$ cat src/logic/energy_cfg_params.svh
`ifndef ENERGY_CFG_PARAMS_SVH
`define ENERGY_CFG_PARAMS_SVH

// Register indices; the APB byte address is four times the index.
`define REG_NO_LOAD_IDX 6'h0e
`define REG_ACCUM_IDX 6'h0f
`define REG_STATUS_IDX 6'h10
`define REG_MASK_IDX 6'h11

`define NO_LOAD_RESET 8'h00
`define ACCUM_RESET 7'h00
`define STATUS_RESET 3'h0
`define MASK_RESET 3'h0

// Field positions of no_load_config.
`define NL_FREQ_COMP_OFF 7
`define NL_IRMS_EN 6
`define NL_APP_HI 5
`define NL_APP_LO 4
`define NL_REACT_HI 3
`define NL_REACT_LO 2
`define NL_ACT_HI 1
`define NL_ACT_LO 0

// Field positions of accumulation_config.
`define ACC_CHANNEL 7
`define ACC_FAULT_EDGE 6
`define ACC_REACT_EDGE 5
`define ACC_ACT_EDGE 4
`define ACC_REACT_ABS 3
`define ACC_REACT_STEER 2
`define ACC_ACT_POS 1
`define ACC_ACT_ABS 0

// Status and mask bit positions.
`define ST_ACT_SIGN 0
`define ST_REACT_SIGN 1
`define ST_FAULT 2

// Thresholds in parts per million of full scale.
`define FULL_SCALE 48'h7fffff
`define PPM_DIV 48'hf4240
`define THR_0030_PPM 48'h12c
`define THR_0015_PPM 48'h96
`define THR_00075_PPM 48'h4b
`define THR_00037_PPM 48'h25

`endif

$ cat src/logic/energy_cfg_pkg.sv
package energy_cfg_pkg;

  typedef logic signed [23:0] pwr_t;

  typedef enum logic [1:0] {
    NL_OFF = 2'b00,
    NL_LVL1 = 2'b01,
    NL_LVL2 = 2'b10,
    NL_LVL3 = 2'b11
  } nl_code_t;

  typedef struct packed {
    logic valid;
    pwr_t active;
    pwr_t reactive;
    pwr_t apparent;
    pwr_t irms;
  } power_sample_t;

  typedef struct packed {
    logic active_en;
    pwr_t active;
    logic reactive_en;
    pwr_t reactive;
    logic apparent_en;
    pwr_t apparent;
    logic irms_en;
  } accum_out_t;

  typedef struct packed {
    logic en;
    pwr_t value;
  } pulse_out_t;

endpackage

$ cat src/logic/energy_noload_accum.sv
`timescale 1ns/1ns
`default_nettype none
`include "energy_cfg_params.svh"

module energy_noload_accum
  import energy_cfg_pkg::*;
(
  input wire logic pclk,
  input wire logic presetn,
  input wire logic psel,
  input wire logic penable,
  input wire logic pwrite,
  input wire logic [7:0] paddr,
  input wire logic [31:0] pwdata,
  output logic [31:0] prdata,
  output logic pready,
  output logic pslverr,
  input wire power_sample_t sample,
  input wire logic fault_mode,
  input wire logic tamper_channel_b,
  input wire logic pulse_src_reactive,
  output accum_out_t accum,
  output pulse_out_t pulse,
  output logic reactive_freq_comp_off,
  output logic irq
);

  function automatic pwr_t sat_neg(input pwr_t x);
    // The most negative code has no positive twin, so it clamps.
    sat_neg = (x == 24'h800000) ? 24'h7fffff : -x;
  endfunction

  function automatic pwr_t sat_abs(input pwr_t x);
    sat_abs = x[23] ? sat_neg(x) : x;
  endfunction

  logic [7:0] nl_ff;
  logic [6:0] acc_ff;
  logic [2:0] status_ff;
  logic [2:0] mask_ff;
  logic [31:0] prdata_ff;
  logic pready_ff;
  logic pslverr_ff;
  logic act_prev_neg_ff;
  logic react_prev_neg_ff;
  logic fault_prev_ff;
  accum_out_t accum_ff;
  pulse_out_t pulse_ff;
  logic freq_comp_off_ff;
  logic irq_ff;

  // APB decode. Every access takes exactly one wait-free access cycle.
  wire logic [5:0] idx = paddr[7:2];
  wire logic setup = psel && !penable;
  wire logic done = psel && penable && pready_ff;
  wire logic hit_nl = (idx == `REG_NO_LOAD_IDX);
  wire logic hit_acc = (idx == `REG_ACCUM_IDX);
  wire logic hit_st = (idx == `REG_STATUS_IDX);
  wire logic hit_mask = (idx == `REG_MASK_IDX);
  wire logic addr_ok = (paddr[1:0] == 2'b00) && (hit_nl || hit_acc || hit_st || hit_mask);
  wire logic wr = done && pwrite && !pslverr_ff;
  wire logic rd_st_done = done && !pwrite && !pslverr_ff && hit_st;

  // Channel bit is live state, never stored, so writes to it are dropped.
  wire logic [7:0] acc_view = {tamper_channel_b, acc_ff};
  wire logic [31:0] rd_mux =
    !addr_ok ? 32'h0 :
    hit_nl ? {24'h0, nl_ff} :
    hit_acc ? {24'h0, acc_view} :
    hit_st ? {29'h0, status_ff} : {29'h0, mask_ff};

  wire logic [7:0] nxt_nl = (wr && hit_nl) ? pwdata[7:0] : nl_ff;
  wire logic [6:0] nxt_acc = (wr && hit_acc) ? pwdata[6:0] : acc_ff;
  wire logic [2:0] nxt_mask = (wr && hit_mask) ? pwdata[2:0] : mask_ff;
  wire logic [31:0] nxt_prdata = (setup && !pwrite) ? rd_mux : 32'h0;

  // No-load comparators; the rms current path borrows the apparent field.
  logic act_idle;
  logic react_idle;
  logic app_idle;
  logic irms_idle_raw;

  noload_gate #(.APPARENT_TABLE(1'b0)) u_act_gate (
    .code(nl_ff[`NL_ACT_HI:`NL_ACT_LO]),
    .level(sample.active),
    .idle(act_idle)
  );

  noload_gate #(.APPARENT_TABLE(1'b0)) u_react_gate (
    .code(nl_ff[`NL_REACT_HI:`NL_REACT_LO]),
    .level(sample.reactive),
    .idle(react_idle)
  );

  noload_gate #(.APPARENT_TABLE(1'b1)) u_app_gate (
    .code(nl_ff[`NL_APP_HI:`NL_APP_LO]),
    .level(sample.apparent),
    .idle(app_idle)
  );

  noload_gate #(.APPARENT_TABLE(1'b1)) u_irms_gate (
    .code(nl_ff[`NL_APP_HI:`NL_APP_LO]),
    .level(sample.irms),
    .idle(irms_idle_raw)
  );

  wire logic irms_idle = nl_ff[`NL_IRMS_EN] && irms_idle_raw;

  // Accumulation mode shaping.
  wire logic act_neg = sample.active[23];
  wire logic react_neg = sample.reactive[23];
  wire pwr_t act_shaped =
    acc_ff[`ACC_ACT_ABS] ? sat_abs(sample.active) :
    (acc_ff[`ACC_ACT_POS] && act_neg) ? 24'h0 : sample.active;
  wire pwr_t react_shaped =
    acc_ff[`ACC_REACT_ABS] ? sat_abs(sample.reactive) :
    (acc_ff[`ACC_REACT_STEER] && act_neg) ? sat_neg(sample.reactive) :
    sample.reactive;
  wire pwr_t act_val = act_idle ? 24'h0 : act_shaped;
  wire pwr_t react_val = react_idle ? 24'h0 : react_shaped;
  wire pwr_t app_val = app_idle ? 24'h0 : sample.apparent;

  accum_out_t nxt_accum;
  pulse_out_t nxt_pulse;
  always_comb begin
    nxt_accum = accum_ff;
    nxt_accum.active_en = sample.valid && !act_idle;
    nxt_accum.reactive_en = sample.valid && !react_idle;
    nxt_accum.apparent_en = sample.valid && !app_idle;
    nxt_accum.irms_en = sample.valid && !irms_idle;
    nxt_pulse = pulse_ff;
    nxt_pulse.en = 1'b0;
    if (sample.valid) begin
      nxt_accum.active = act_val;
      nxt_accum.reactive = react_val;
      nxt_accum.apparent = app_val;
      // The pulse path sees the same shaping as the energy registers.
      nxt_pulse.en = pulse_src_reactive ? !react_idle : !act_idle;
      nxt_pulse.value = pulse_src_reactive ? react_val : act_val;
    end
  end

  // Sign and fault events. Zero counts as positive.
  wire logic act_evt = sample.valid && (act_neg != act_prev_neg_ff) &&
                       (act_neg == !acc_ff[`ACC_ACT_EDGE]);
  wire logic react_evt = sample.valid && (react_neg != react_prev_neg_ff) &&
                         (react_neg == !acc_ff[`ACC_REACT_EDGE]);
  wire logic fault_evt = (fault_mode != fault_prev_ff) &&
                         (fault_mode == !acc_ff[`ACC_FAULT_EDGE]);
  wire logic [2:0] evt = {fault_evt, react_evt, act_evt};

  // A read clears only the bits it returned, and a new event wins the same cycle.
  wire logic [2:0] st_clr = rd_st_done ? prdata_ff[2:0] : 3'h0;
  wire logic [2:0] nxt_status = (status_ff & ~st_clr) | evt;
  wire logic nxt_irq = |(nxt_status & nxt_mask);

  always_ff @(posedge pclk or negedge presetn) begin
    if (!presetn) begin
      nl_ff <= `NO_LOAD_RESET;
      acc_ff <= `ACCUM_RESET;
      mask_ff <= `MASK_RESET;
      status_ff <= `STATUS_RESET;
    end else begin
      nl_ff <= nxt_nl;
      acc_ff <= nxt_acc;
      mask_ff <= nxt_mask;
      status_ff <= nxt_status;
    end
  end

  always_ff @(posedge pclk or negedge presetn) begin
    if (!presetn) begin
      prdata_ff <= 32'h0;
      pready_ff <= 1'b0;
      pslverr_ff <= 1'b0;
    end else begin
      prdata_ff <= nxt_prdata;
      pready_ff <= setup;
      pslverr_ff <= setup && !addr_ok;
    end
  end

  always_ff @(posedge pclk or negedge presetn) begin
    if (!presetn) begin
      act_prev_neg_ff <= 1'b0;
      react_prev_neg_ff <= 1'b0;
      fault_prev_ff <= 1'b0;
    end else begin
      act_prev_neg_ff <= sample.valid ? act_neg : act_prev_neg_ff;
      react_prev_neg_ff <= sample.valid ? react_neg : react_prev_neg_ff;
      fault_prev_ff <= fault_mode;
    end
  end

  always_ff @(posedge pclk or negedge presetn) begin
    if (!presetn) begin
      accum_ff <= '0;
      pulse_ff <= '0;
      freq_comp_off_ff <= 1'b0;
      irq_ff <= 1'b0;
    end else begin
      accum_ff <= nxt_accum;
      pulse_ff <= nxt_pulse;
      freq_comp_off_ff <= nl_ff[`NL_FREQ_COMP_OFF];
      irq_ff <= nxt_irq;
    end
  end

  assign prdata = prdata_ff;
  assign pready = pready_ff;
  assign pslverr = pslverr_ff;
  assign accum = accum_ff;
  assign pulse = pulse_ff;
  assign reactive_freq_comp_off = freq_comp_off_ff;
  assign irq = irq_ff;
endmodule
`default_nettype wire

$ cat src/logic/noload_gate.sv
`timescale 1ns/1ns
`default_nettype none
`include "energy_cfg_params.svh"

module noload_gate
  import energy_cfg_pkg::*;
#(
  parameter bit APPARENT_TABLE = 1'b0
) (
  input wire logic [1:0] code,
  input wire pwr_t level,
  output logic idle
);

  localparam logic [47:0] THR_0030 = `FULL_SCALE * `THR_0030_PPM / `PPM_DIV;
  localparam logic [47:0] THR_0015 = `FULL_SCALE * `THR_0015_PPM / `PPM_DIV;
  localparam logic [47:0] THR_00075 = `FULL_SCALE * `THR_00075_PPM / `PPM_DIV;
  localparam logic [47:0] THR_00037 = `FULL_SCALE * `THR_00037_PPM / `PPM_DIV;

  wire logic signed [24:0] wide = {level[23], level};
  wire logic [24:0] mag = wide[24] ? 25'(-wide) : 25'(wide);
  // The apparent table sits one step coarser than the active/reactive one.
  wire logic [47:0] thr =
    (code == NL_LVL1) ? (APPARENT_TABLE ? THR_0030 : THR_0015) :
    (code == NL_LVL2) ? (APPARENT_TABLE ? THR_0015 : THR_00075) :
    (code == NL_LVL3) ? (APPARENT_TABLE ? THR_00075 : THR_00037) : 48'h0;

  assign idle = (code != NL_OFF) && ({23'h0, mag} < thr);

endmodule
`default_nettype wire

$ cat config.mk
export PLATFORM = sky130hd
export DESIGN_NAME = energy_noload_accum
export DESIGN_NICKNAME = d
export VERILOG_FILES = /design/src/logic/energy_cfg_pkg.sv /design/src/logic/energy_noload_accum.sv /design/src/logic/noload_gate.sv
export VERILOG_INCLUDE_DIRS = /design/src /design/src/logic
export SDC_FILE = /design/constraint.sdc
export NUM_CORES = 1
export LEC_CHECK = 0
export BUFFER_PORTS_ARGS = -buffer_cell sky130_fd_sc_hd__buf_4
export CORE_ASPECT_RATIO = 1.1
export CORE_UTILIZATION = 25
export DETAILED_ROUTE_END_ITERATION = 6
export REMOVE_ABC_BUFFERS = 1
export SETUP_SLACK_MARGIN = 0.3
export SLEW_MARGIN = 0
export SYNTH_ARGS = -nofsm -noshare
export SYNTH_HDL_FRONTEND = slang
export SYNTH_HIERARCHICAL = 1
export SYNTH_SLANG_ARGS = --single-unit
$ cat constraint.sdc
create_clock -name pclk -period 3.95 [get_ports pclk]
set_input_delay 0.79 -clock pclk [delete_from_list [all_inputs] [get_ports pclk]]
set_output_delay 0.79 -clock pclk [all_outputs]
set_load 0.05 [all_outputs]
Word level (Yosys, flattened, before mapping)
Cells that the tools add are included.

Input bits: 145. Register bits after elaboration: 137.

Eq/ne operators: 21. Multiplexer cells: 34. Reductions and logical operators: 49. Order comparisons: 4. Add/subtract/negate cells: 6. Bitwise gates (word level): 4.

Operators by type and width (number): two-way mux 24 bit (12); two-way mux 48 bit (6); < comparator 25 x 48 -> 1 bit (4); two-way mux 25 bit (5); negation 24 -> 25 bit (4); equality test 24 bit (second input constant) (2); negation 24 bit (2); two-way mux 8 bit (4); logical AND 1 bit (30); two-way mux 9 bit (2); equality test 2 bit (second input constant) (6); equality test 6 x 4 -> 1 bit (second input constant) (2); equality test 6 x 5 -> 1 bit (second input constant) (2); zero test 1 bit (11); two-way mux 10 bit (1); two-way mux 3 bit (3); bitwise AND 3 bit (2); equality test 2 x 1 -> 1 bit (second input constant) (3); nonzero test 2 bit (3); equality test 1 bit (3); logical OR 1 bit (3); != test 1 bit (3); inverter 3 bit (1); bitwise OR 3 bit (1); other kinds (3) (3).

Logic depth before layout (Yosys ltp)
Gate-level depths: netlist (run 1).

Depth in word-level cells: 11. Gate-level depth with buffers: 18. Mapped depth without buffers: 17.

Hierarchy
The synthesis (run 1) kept the hierarchy.

Modules (own cells, without submodules): energy_noload_accum (cells each 732, area each 7277.0 sq um, instances 1, sequential area each 3428.3 sq um); noload_gate (u_act_gate ...) (cells each 132, area each 991.0 sq um, instances 2, sequential area each 0.0 sq um); noload_gate (u_app_gate ...) (cells each 130, area each 953.4 sq um, instances 2, sequential area each 0.0 sq um).

Least setup slack after synthesis (run 1)
OpenSTA, ideal clock, no wires.

Kind: input port to flip-flop. Start point: input port sample[73] (netlist bit). End point: register pulse_ff (netlist bit pulse[12]). Library setup time: 126 ps. Setup slack: -171 ps. Stages: 18. Arrival time: 3995 ps. Data required time: 3824 ps. Cell sequence: inv_1 ha_1 nor3b_1 nand2_1 o31ai_1 xnor2_1 ha_1 a211oi_1 o31a_1 nand4_1 nor4_1 and4bb_1 clkbuf_1 a21oi_1 nand2_1 clkbuf_1 nor3_1 a221o_1.

Cells in the longest elaborated chain, start to end: 6.

Ends and longest elaborated chain: start: declaration (line energy_noload_accum.sv:18) `input wire power_sample_t sample,`; negation 24 -> 25 bit (line noload_gate.sv:21) `wire logic [24:0] mag = wide[24] ? 25'(-wide) : 25'(wide);`; two-way mux 25 bit (*) (line noload_gate.sv:21); < comparator 25 x 48 -> 1 bit (*) (line noload_gate.sv:28) `assign idle = (code != NL_OFF) && ({23'h0, mag} < thr);`; logical AND 1 bit (*) (line noload_gate.sv:28); net act_idle (line energy_noload_accum.sv:78) `logic act_idle;`; two-way mux 24 bit (*) (line energy_noload_accum.sv:119) `wire pwr_t act_val = act_idle ? 24'h0 : act_shaped;`; two-way mux 24 bit (*) (line energy_noload_accum.sv:139) `nxt_pulse.value = pulse_src_reactive ? react_val : act_val;`; end signal: assignment (line energy_noload_accum.sv:203) `pulse_ff <= nxt_pulse;`; end: declaration (line energy_noload_accum.sv:48) `pulse_out_t pulse_ff;`.

The timed path passes the listed nets; every way through them passes the cells marked *. A chain may end at the register's enable or synchronous reset.

Worst setup path in the final report (run 1)
Start point: input port sample[49] (netlist bit). End point: register pulse_ff (netlist bit pulse[21]).

Cells in the longest elaborated chain, start to end: 6.

Ends and longest elaborated chain: negation 24 -> 25 bit (line noload_gate.sv:21); two-way mux 25 bit (*) (line noload_gate.sv:21); < comparator 25 x 48 -> 1 bit (*) (line noload_gate.sv:28); logical AND 1 bit (*) (line noload_gate.sv:28); net react_idle (line energy_noload_accum.sv:79) `logic react_idle;`; two-way mux 24 bit (*) (line energy_noload_accum.sv:120) `wire pwr_t react_val = react_idle ? 24'h0 : react_shaped;`; two-way mux 24 bit (*) (line energy_noload_accum.sv:139).

Marks and branches as above.

==> results of run 1 <==
## critical path, stage by stage
cell	delay (ns)
buf_6	0.10
inv_4	0.05
ha_4	0.12
nor3b_4	0.21
nand2_2	0.10
o31ai_4	0.24
xnor2_1	0.15
ha_1	0.28
a211oi_2	0.24
o31a_1	0.17
nand4_1	0.10
nor4_2	0.14
and4bb_2	0.31
buf_6	0.15
buf_6	0.10
or3_1	0.10
nor3_2	0.04
buf_4	0.17
a221o_1	0.31
## registers in the layout, indices dropped and copies added, names as in the netlist, 3 cells and up
name / count
pulse: 25
nl_ff: 8
acc_ff: 7
accum: 76
prdata: 8
status_ff: 3
mask_ff: 3
## cell usage after synthesis (6+ instances only)
cell type | instances | area, sq um
dfrtp_1 | 137 | 3430
nand2_1 | 81 | 304
inv_1 | 80 | 300
nor2_1 | 74 | 278
ha_1 | 72 | 901
o21ai_0 | 71 | 355
a21oi_1 | 49 | 245
clkbuf_1 | 41 | 154
xnor2_1 | 40 | 350
nor3_1 | 37 | 185
a22o_1 | 34 | 298
mux2_2 | 31 | 349
nor4_1 | 30 | 188
buf_4 | 24 | 180
a31oi_1 | 23 | 144
nand4_1 | 22 | 138
nand3_1 | 19 | 95.1
o211ai_1 | 19 | 143
o2bb2ai_1 | 19 | 166
o31ai_1 | 19 | 143
or4_1 | 16 | 120
a21o_1 | 15 | 113
nand2b_1 | 14 | 87.6
nor2b_1 | 14 | 87.6
o41ai_1 | 14 | 123
mux2i_1 | 13 | 130
a211oi_1 | 11 | 82.6
and3_1 | 11 | 68.8
o221ai_1 | 11 | 96.3
or2_2 | 11 | 68.8
nor4b_1 | 10 | 87.6
o2111ai_1 | 10 | 87.6
o21a_1 | 10 | 75.1
or3_1 | 10 | 62.6
o31a_1 | 9 | 78.8
o22ai_1 | 8 | 50.1
a221o_1 | 7 | 70.1
nor3b_1 | 7 | 52.6
or4_4 | 7 | 78.8
a2111oi_0 | 6 | 52.6
a32oi_1 | 6 | 52.6
buf_6 | 6 | 67.6
nand3b_1 | 6 | 45.0
nor4_4 | 6 | 128
## stage by stage
stage / hold slack, ns / utilization (%) / power, uW / std cells / TNS (ns)
2_1_floorplan: 0.370 / - / 2450 / 1202 / -7.11
3_3_place_gp: 0.376 / 32.4 / 3090 / 2122 / -23.78
3_5_place_dp: 0.382 / 32.4 / 3110 / 2122 / -26.47
4_1_cts: 0.399 / 33.9 / 4690 / 2157 / 0
5_1_grt: 0.412 / 34.7 / 4900 / 2165 / 0
6_report: 0.384 / 34.7 / 4670 / 2165 / 0
## where the power goes
| part | total, uW | switching, uW | internal [uW] |
|---|---|---|---|
| logic | 1530 | 992 | 538 |
| registers | 1600 | 86.1 | 1510 |
| clock network | 1550 | 716 | 829 |
| total | 4670 | 1790 | 2880 |
## area by class of cell
| class | count | area [sq um] | area share (%) |
|---|---|---|---|
| clock buffers | 17 | 425 | 2.80 |
| clock inverters | 15 | 133 | 0.874 |
| inverters | 81 | 309 | 2.04 |
| multi-input cells | 985 | 7390 | 48.7 |
| flip-flops and latches | 137 | 3430 | 22.6 |
| well taps | 574 | 718 | 4.74 |
| repair buffers | 356 | 2760 | 18.2 |
## worst paths after layout
path	startpoint	to	slack [ns]	cells after the start
setup / recovery	sample[49]	pulse[21]	0.39	19
hold / removal	presetn	accum[45]	0.38	1
setup reg to reg	nl_ff[3]	pulse[14]	0.53	15
hold reg to reg	nl_ff[7]	reactive_freq_comp_off	0.40	0
max in group asynchronous	presetn	nl_ff[2]	2.71	2
min in group pclk	nl_ff[7]	reactive_freq_comp_off	0.40	0
## cell families after synthesis
group	Yosys count	synth area share [%]
buffers and inverters	158	6.53
muxes	44	4.29
AOI/OAI and AO/OA	401	26.3
and+or+nand+nor	401	20.8
xor gates and xnor gates	42	3.29
DFF	137	30.7
other	1	0.0336
adders and majority gates	72	8.07
## metal layers
metal	up-vias	global-route usage [%]	share of wire, %
met1	5612	22.5	43
met4	2	3.81	1.6
met3	48	3.51	5.6
met2	419	31.5	50
li1	5468	-	-
met5	-	0	0.034
## timing repair
action | 4_1_cts | 5_1_grt
gates resized for setup | 17 | 56
cloned | 1 | 1
setup buffers | 2 | 7
pin swaps | 4 | 18
setup endpoints to repair | 68 | 75
==> key figures, run 1 <==
Synthesis
  • Post-synth EDFFs: 0
  • Seq cells post-synth: around 140
  • Cell variety after synth: 86
  • Ys async rst share: 100%
  • Mapped Area: 0.0112 sq mm
  • Post-Synthesis Cells: ~1300
  • Post-synthesis sequential area ratio: roughly 30%
  • Avg Cell Area, Syn: approximately 8.9 sq um
  • YS warnings: 6
  • Top FF cell, synth: dfrtp_1

Route
  • Final WL: 41.4 mm
  • DRC: 0
  • DR vias: 11549
  • Avg WL per Cell: 19.1 microns
  • DRT antenna net count: 0
  • Detailed Routing Iterations Pass 1: 5
  • Drt first-iter violations: 824
  • Post-DR vias/cell: approximately 5.3

Placement
  • Post-detail-place hpwl: between 30 and 40 mm
  • Gpl congestion: 0.899
  • DP Area: 0.0142 sq mm
  • Pre-CTS setup slack: -0.570 ns
  • Input/output buffers: 233

Layout
  • Final net count: 1795
  • Commonest non-fill, non-tap cell in the layout: buf_4
  • Most frequent cells in the layout: 345 x buf_4, 137 x dfrtp_1, 77 x inv_1
  • FILL cells: between 4000 and 5000
  • Final Cell Area: about 0.015 sq mm
  • Layout Area Growth over Synthesis: 35.8%
  • Layout cells sized above 1: 32.6%
  • Antenna cells: 0

Clocking
  • Hold buffers post-CTS: 0
  • Count of clock tree sinks: 137
  • CTS tree: yes
  • Worst-Skew Late Latency: between 0.4 and 0.5 ns
  • Reg clk slew, reported paths: approximately 0.07 ns
  • Clk root buf: clkbuf_16
  • CTS H-Tree Depth: 4
  • Clock buffer depth: 2
  • Total CTS buffers: 17

Timing
  • Fin crit share: 90.2%
  • Slew HR: 48.0%
  • Max Fclk: 0.281 GHz
  • Skew final: ~0.016 ns
  • Final min period: 3.56 ns
  • Final WS setup: 0.386 ns
  • Finish-stage setup viols: 0
  • RSZ-0062 raised after global routing: true
  • Least-Margin Pin Slew: 0.761 ns
  • Hold Vio Cnt, Final: 0
  • Final slew viol count: 0

Floorplan
  • DIE AREA: ~0.046 sq mm
  • Die Span Y: between 200 and 250 microns
  • # IOs: approximately 280
  • Row count: 80
  • Area of the core: 0.0437 sq mm
  • Starting Density: about a quarter
  • Die W: 204 microns

Critical path
  • Critical path required time: 4.26 ns
  • Setup Crit Path Kind: in2reg
  • Endpoint class of the critical path: flip-flop
  • Nature of the critical path startpoint: input pin
  • CP Max Fanout: 4
  • Crit path DAT: 3.87 ns

GRT
  • Global-route wire length before repair: 64.6 mm
  • Total GRT Usage: 17.9%
  • Initial antenna violation count: 1
  • Pin count of the biggest net entering global routing: between 80 and 90
  • Vias in the first global route: 11339
  • GR Overflow Total: 0

Power and ir drop
  • PD cells: 308 mW/mm^2
  • Peak supply drop: 0.289 mV
  • Leak pwr: 0.00642 uW

Job
  • Max Cap Viol: 0

Run status
  • Status: completed

Min path
  • Hold crit path type: in2async
No activity file was read; power rests on OpenSTA's default activity.
==> run 2: changes to the inputs <==
Settings changed: CORE_MARGIN from default to 2, PLACE_DENSITY from default to 0.52.
==> run 2 against run 1 <==
  * First-iteration DRC count fell by 23%
  * Register-to-register slack improved by 0.03 ns
  * Clock power rose by 5%
  * Non-clock buffer count rose by 15
  * Global-route usage fell by 0.28 points
==> key figures, run 2 (synthesized netlist as in run 1, its figures left out) <==
Critical path
  • Crit path max-delay cell type: or4_4
  • Reg2reg start: nl_ff[3]
  • CP startpoint: sample[25]
  • CP Max Fanout: 7
  • Worst reg2reg path endpoint: accum[38]
  • R2R cell count: 14
  • Crit path DAT: 3.88 ns
  • Critical path required time: 4.28 ns
  • Nature of the critical path startpoint: input pin
  • Endpoint class of the critical path: flip-flop
  • Crit path capture: accum[3]
  • Critical Path Max Stage Delay: ~0.46 ns
  • Internal reg-to-reg setup slack: 0.56 ns
  • Worst path cell trace: buf_6, or2_4, or4_4, nand2_2, xnor2_2, ha_1, a21o_1, a2111oi_4, o221a_2, o31a_1, o211ai_1, nor4_2, nor2_2, buf_4, a22o_1
  • Setup Crit Path Kind: in2reg

Timing
  • Setup TNS: 0 ns
  • Least-Margin Pin Slew: 0.963 ns
  • Slew HR: a little over a third
  • Finish-stage setup viols: 0
  • Final slew viol count: 0
  • RSZ-0062 raised after global routing: true
  • Hold Vio Cnt, Final: 0
  • Fin crit share: 89.8%
  • Worst hold margin: 0.396 ns
  • Skew final: 0.00826 ns
  • Max Fclk: 0.282 GHz
  • Final min period: approximately 3.5 ns

Route
  • Post-DR vias/cell: roughly 5.2
  • Drt first-iter violations: 637
  • DRT antenna net count: 0
  • Avg WL per Cell: 19.0 microns
  • DR vias: 11462
  • Detailed Routing Iterations Pass 1: 6
  • Final WL: 41.5 mm
  • DRC: 0

Layout
  • Final net count: 1809
  • Antenna cells: 0
  • Final Cell Area: roughly 0.015 sq mm
  • Layout cells sized above 1: about a third
  • Most frequent cells in the layout: 361 x buf_4, 137 x dfrtp_1, 76 x inv_1
  • Layout Area Growth over Synthesis: 36.2%
  • Commonest non-fill, non-tap cell in the layout: buf_4
  • Max reg flops: 76

GRT
  • Initial antenna violation count: 2
  • Total GRT Usage: 17.7%
  • Pin count of the biggest net entering global routing: 98
  • GR Overflow Total: 0
  • Global-route wire length before repair: 64.1 mm
  • Vias in the first global route: 11207

Power and ir drop
  • Seq pwr share: 33.7%
  • Int Power: between 2000 and 3000 uW
  • Peak supply drop: 0.239 mV
  • Clock Power Share: 34.2%
  • Power Total: roughly 4700 uW
  • Sw power: 1800 uW
  • Sw frac: 38.0%
  • PD cells: between 300 and 400 mW/mm^2
  • Leak pwr: between 0.006 and 0.007 uW
  • Combinational power share: around a third

Clocking
  • Hold buffers post-CTS: 0
  • Worst-Skew Late Latency: around 0.44 ns
  • Count of clock tree sinks: 137
  • CTS H-Tree Depth: 4
  • Total CTS buffers: 17
  • CTS tree: yes
  • Clk root buf: clkbuf_16
  • Reg clk slew, reported paths: 0.07 ns
  • Clock buffer depth: 2

Placement
  • Post-detail-place hpwl: 32.2 mm
  • Input/output buffers: 233
  • DP Area: 0.0143 sq mm
  • Gpl congestion: 0.871

Floorplan
  • Area of the core: 0.0443 sq mm
  • Row count: slightly above 80
  • # IOs: 282
  • Die W: 206 microns
  • DIE AREA: between 0.04 and 0.05 sq mm
  • Die Span Y: roughly 230 microns
  • Starting Density: between 20% and 30%

Min path
  • Hold crit path type: reg2reg

Job
  • Max Cap Viol: 0

Run status
  • Status: completed
## run 2: power by group through the flow
stage,clock [uW],sequential (uW),combinational (uW)
3_5_place_dp,0,1620,1490
3_3_place_gp,0,1630,1480
5_1_grt,1720,1610,1640
4_1_cts,1670,1600,1500
6_report,1620,1600,1530
2_1_floorplan,0,1970,481
## run 2: layout make-up
type | count | area [sq um]
clock inverters | 15 | 154
repair buffers | 371 | 2830
clock buffers | 17 | 425
multi-input cells | 984 | 7330
fillers | 4619 | 29100
flip-flops and latches | 137 | 3430
inverters | 81 | 304
well taps | 581 | 727
## run 2: worst min path at each step
| stage | from | endpoint | slack [ns] | cells past startpoint |
|---|---|---|---|---|
| after floorplan | nl_ff[7] | reactive_freq_comp_off | 0.37 | 0 |
| after global placement | nl_ff[7] | reactive_freq_comp_off | 0.38 | 0 |
| after detailed placement | nl_ff[7] | reactive_freq_comp_off | 0.38 | 0 |
| after CTS | nl_ff[7] | reactive_freq_comp_off | 0.40 | 0 |
| after global routing | nl_ff[7] | reactive_freq_comp_off | 0.42 | 0 |
| final | nl_ff[7] | reactive_freq_comp_off | 0.40 | 0 |
## run 2: stage by stage
step | setup WS (ns) | util (%) | std cells
final | 0.402 | 34.3 | 2186
after global routing | 0.250 | 34.3 | 2186
after CTS | 0.316 | 33.6 | 2175
after detailed placement | -0.386 | 32.2 | 2142
after global placement | -0.369 | 32.2 | 2142
after floorplan | -0.312 | - | 1202
## run 2: repair_timing
| action | 4_1_cts | 5_1_grt |
|---|---|---|
| gates resized for setup | 15 | 55 |
| pin swaps | 4 | 21 |
| buffers inserted | 1 | 10 |
| endpoints found under the setup margin | 75 | 82 |
| gates cloned | 0 | 1 |
## run 2: per-layer routing
layer  vias to the layer above  global-route usage (%)  share of wire (%)
met4                         4                    3.99                1.3
met3                        47                    3.04                5.7
li1                       5482                       -                  -
met2                       375                    30.7                 50
met5                         -                       0              0.072
met1                      5554                    22.7                 43
## run 2: critical path, delay by kind of cell
family | cells | cell delay [ns]
xor gates and xnor gates | 1 | 0.11
AOI/OAI and AO/OA | 6 | 1.16
buffers and inverters | 2 | 0.29
adders and majority gates | 1 | 0.25
and+or+nand+nor | 5 | 1.28
==> run 3: changes to the inputs <==
Clock period 3.95 ns to 3.4 ns, I/O delays scaled along.
==> run 3 against run 2 <==
  * The flow now finishes with violations (setup timing)
  * Sequential power rose by 17%
  * Via count increased by 5.4%
  * Design area up 12%
  * Global-route usage increased by 1.1 points
  * Utilization grew 4.1 points
  * Clock skew up 0.00066 ns
  * Sequential share of layout area is 2.4 points lower
  * Combinational power is 28% higher
  * Non-clock buffer count rose by 105
  * Register-to-register slack lost 0.32 ns
  * Wire length increased by 7.8%
  * Clock power increased by 17%
  * Largest cell class unchanged
  * Largest power group is now combinational logic
==> key figures, run 3 (synthesized netlist as in run 1, its figures left out) <==
Route
  • DRC: 0
  • Final WL: 44.7 mm
  • Drt first-iter violations: 825
  • Post-DR vias/cell: ~5.3
  • DRT antenna net count: 0
  • Avg WL per Cell: around 20 microns
  • DR vias: 12082
  • Detailed Routing Iterations Pass 1: 5

Timing
  • Finish-stage setup viols: 1
  • Max Fclk: a little under 0.3 GHz
  • Hold Vio Cnt, Final: 0
  • Final WS setup: -0.0150 ns
  • RSZ-0062 raised after global routing: true
  • Final min period: approximately 3.4 ns
  • Fin crit share: 100%
  • Least-Margin Pin Slew: about 1.1 ns
  • Setup TNS: -0.0150 ns
  • Slew HR: 25.3%
  • Skew final: slightly below 0.009 ns
  • Final slew viol count: 0

Floorplan
  • DIE AREA: 0.0464 sq mm
  • Starting Density: 25.2%
  • # IOs: 282
  • Die Span Y: 226 microns
  • Row count: 81
  • Area of the core: 0.0443 sq mm
  • Die W: 206 microns

Clocking
  • Clock buffer depth: 2
  • Total CTS buffers: 17
  • Count of clock tree sinks: about 140
  • Worst-Skew Late Latency: 0.43 ns
  • Clk root buf: clkbuf_16
  • Reg clk slew, reported paths: 0.06 ns
  • CTS H-Tree Depth: 4
  • CTS tree: yes
  • Hold buffers post-CTS: 0

GRT
  • Global-route wire length before repair: 68.0 mm
  • GR Overflow Total: 0
  • Initial antenna violation count: 2
  • Total GRT Usage: between 10% and 20%
  • Pin count of the biggest net entering global routing: 69
  • Vias in the first global route: between 10000 and 15000

Critical path
  • Nature of the critical path startpoint: input pin
  • Critical path required time: 3.67 ns
  • Critical path's top delay family: simple AND/OR/NAND/NOR gates
  • Endpoint class of the critical path: flip-flop
  • Critical Path Stages: 18
  • CP Max Fanout: 5
  • Buffers and inverters on the worst path: 2
  • R2R cell count: 16
  • Worst path cell trace: buf_8, inv_4, ha_4, nor3b_4, nand2_2, o31ai_4, xnor2_1, ha_1, a211oi_2, o31a_1, nand4_1, nor4_2, and4bb_4, a21oi_4, nand2_4, nor2_4, o211ai_1, o221ai_1
  • Crit path max-delay cell type: and4bb_4
  • Crit path DAT: ~3.7 ns
  • Critical Path Max Stage Delay: 0.35 ns
  • Setup Crit Path Kind: in2reg

Job
  • Max Cap Viol: 0

Power and ir drop
  • Peak supply drop: 0.247 mV
  • PD cells: between 300 and 400 mW/mm^2
  • Power Total: 5720 uW
  • Leak pwr: roughly 0.0073 uW

Placement
  • Post-placement cell count: 2216
  • Gpl congestion: 0.898
  • Pre-CTS setup slack: -0.870 ns
  • Post-detail-place hpwl: 34.5 mm
  • Input/output buffers: 233

Layout
  • Commonest non-fill, non-tap cell in the layout: buf_4
  • Layout Area Growth over Synthesis: 52.3%
  • Fin cells: between 2000 and 2500
  • Layout cells sized above 1: a little over two fifths
  • Max reg flops: 76
  • Final net count: about 1900
  • Antenna cells: 0
  • Most frequent cells in the layout: 420 x buf_4, 137 x dfrtp_1, 72 x inv_1
  • Final core occ: 38.4%

Run status
  • Status: finished, violations left
  • Violated checks: setup timing

Min path
  • Hold crit path type: in2async
[run 3: power breakdown]
group          switching, uW  internal, uW  leakage [uW]
clock                    752          1140      0.000279
combinational           1220           741       0.00528
sequential               114          1760       0.00169
[run 3: final cells by class]
cell class	instances	area (sq um)
clock inverter	10	118
sequential	137	3430
inverter	81	319
timing repair buffer	476	3830
multi-input combinational	984	8110
clock buffer	22	474
tap	581	727
fill	4456	27300
[run 3: path summary, 6_finish.rpt]
check	startpoint	end	slack, ns
setup / recovery	sample[73]	pulse[13]	-0.01
hold / removal	presetn	accum[26]	0.25
setup reg to reg	nl_ff[2]	pulse[23]	0.24
hold reg to reg	nl_ff[7]	reactive_freq_comp_off	0.39
max in group asynchronous	presetn	accum[23]	2.38
min in group pclk	fault_mode	fault_prev_ff	0.39
[run 3: metal layers]
metal | vias up | GRT usage [%] | routed length (microns)
met5 | - | 0 | 33
met4 | 4 | 5.52 | 966
met3 | 61 | 3.39 | 2450
met2 | 388 | 32.8 | 22600
met1 | 5932 | 23.3 | 18600
li1 | 5697 | - | -
[run 3: repair_timing]
item	4_1_cts	5_1_grt
pin swaps	65	52
hold endpoints to repair	0	0
resized for setup	182	94
gates cloned	1	1
setup buffers	30	11
endpoints found under the setup margin	101	101
[run 3: stage by stage]
step	hold WS [ns]	instance area (sq um)
finish	0.248	17000
global route	0.297	17000
CTS	0.279	16400
detailed placement	0.384	14800
global placement	0.382	14800
floorplan	0.370	10800
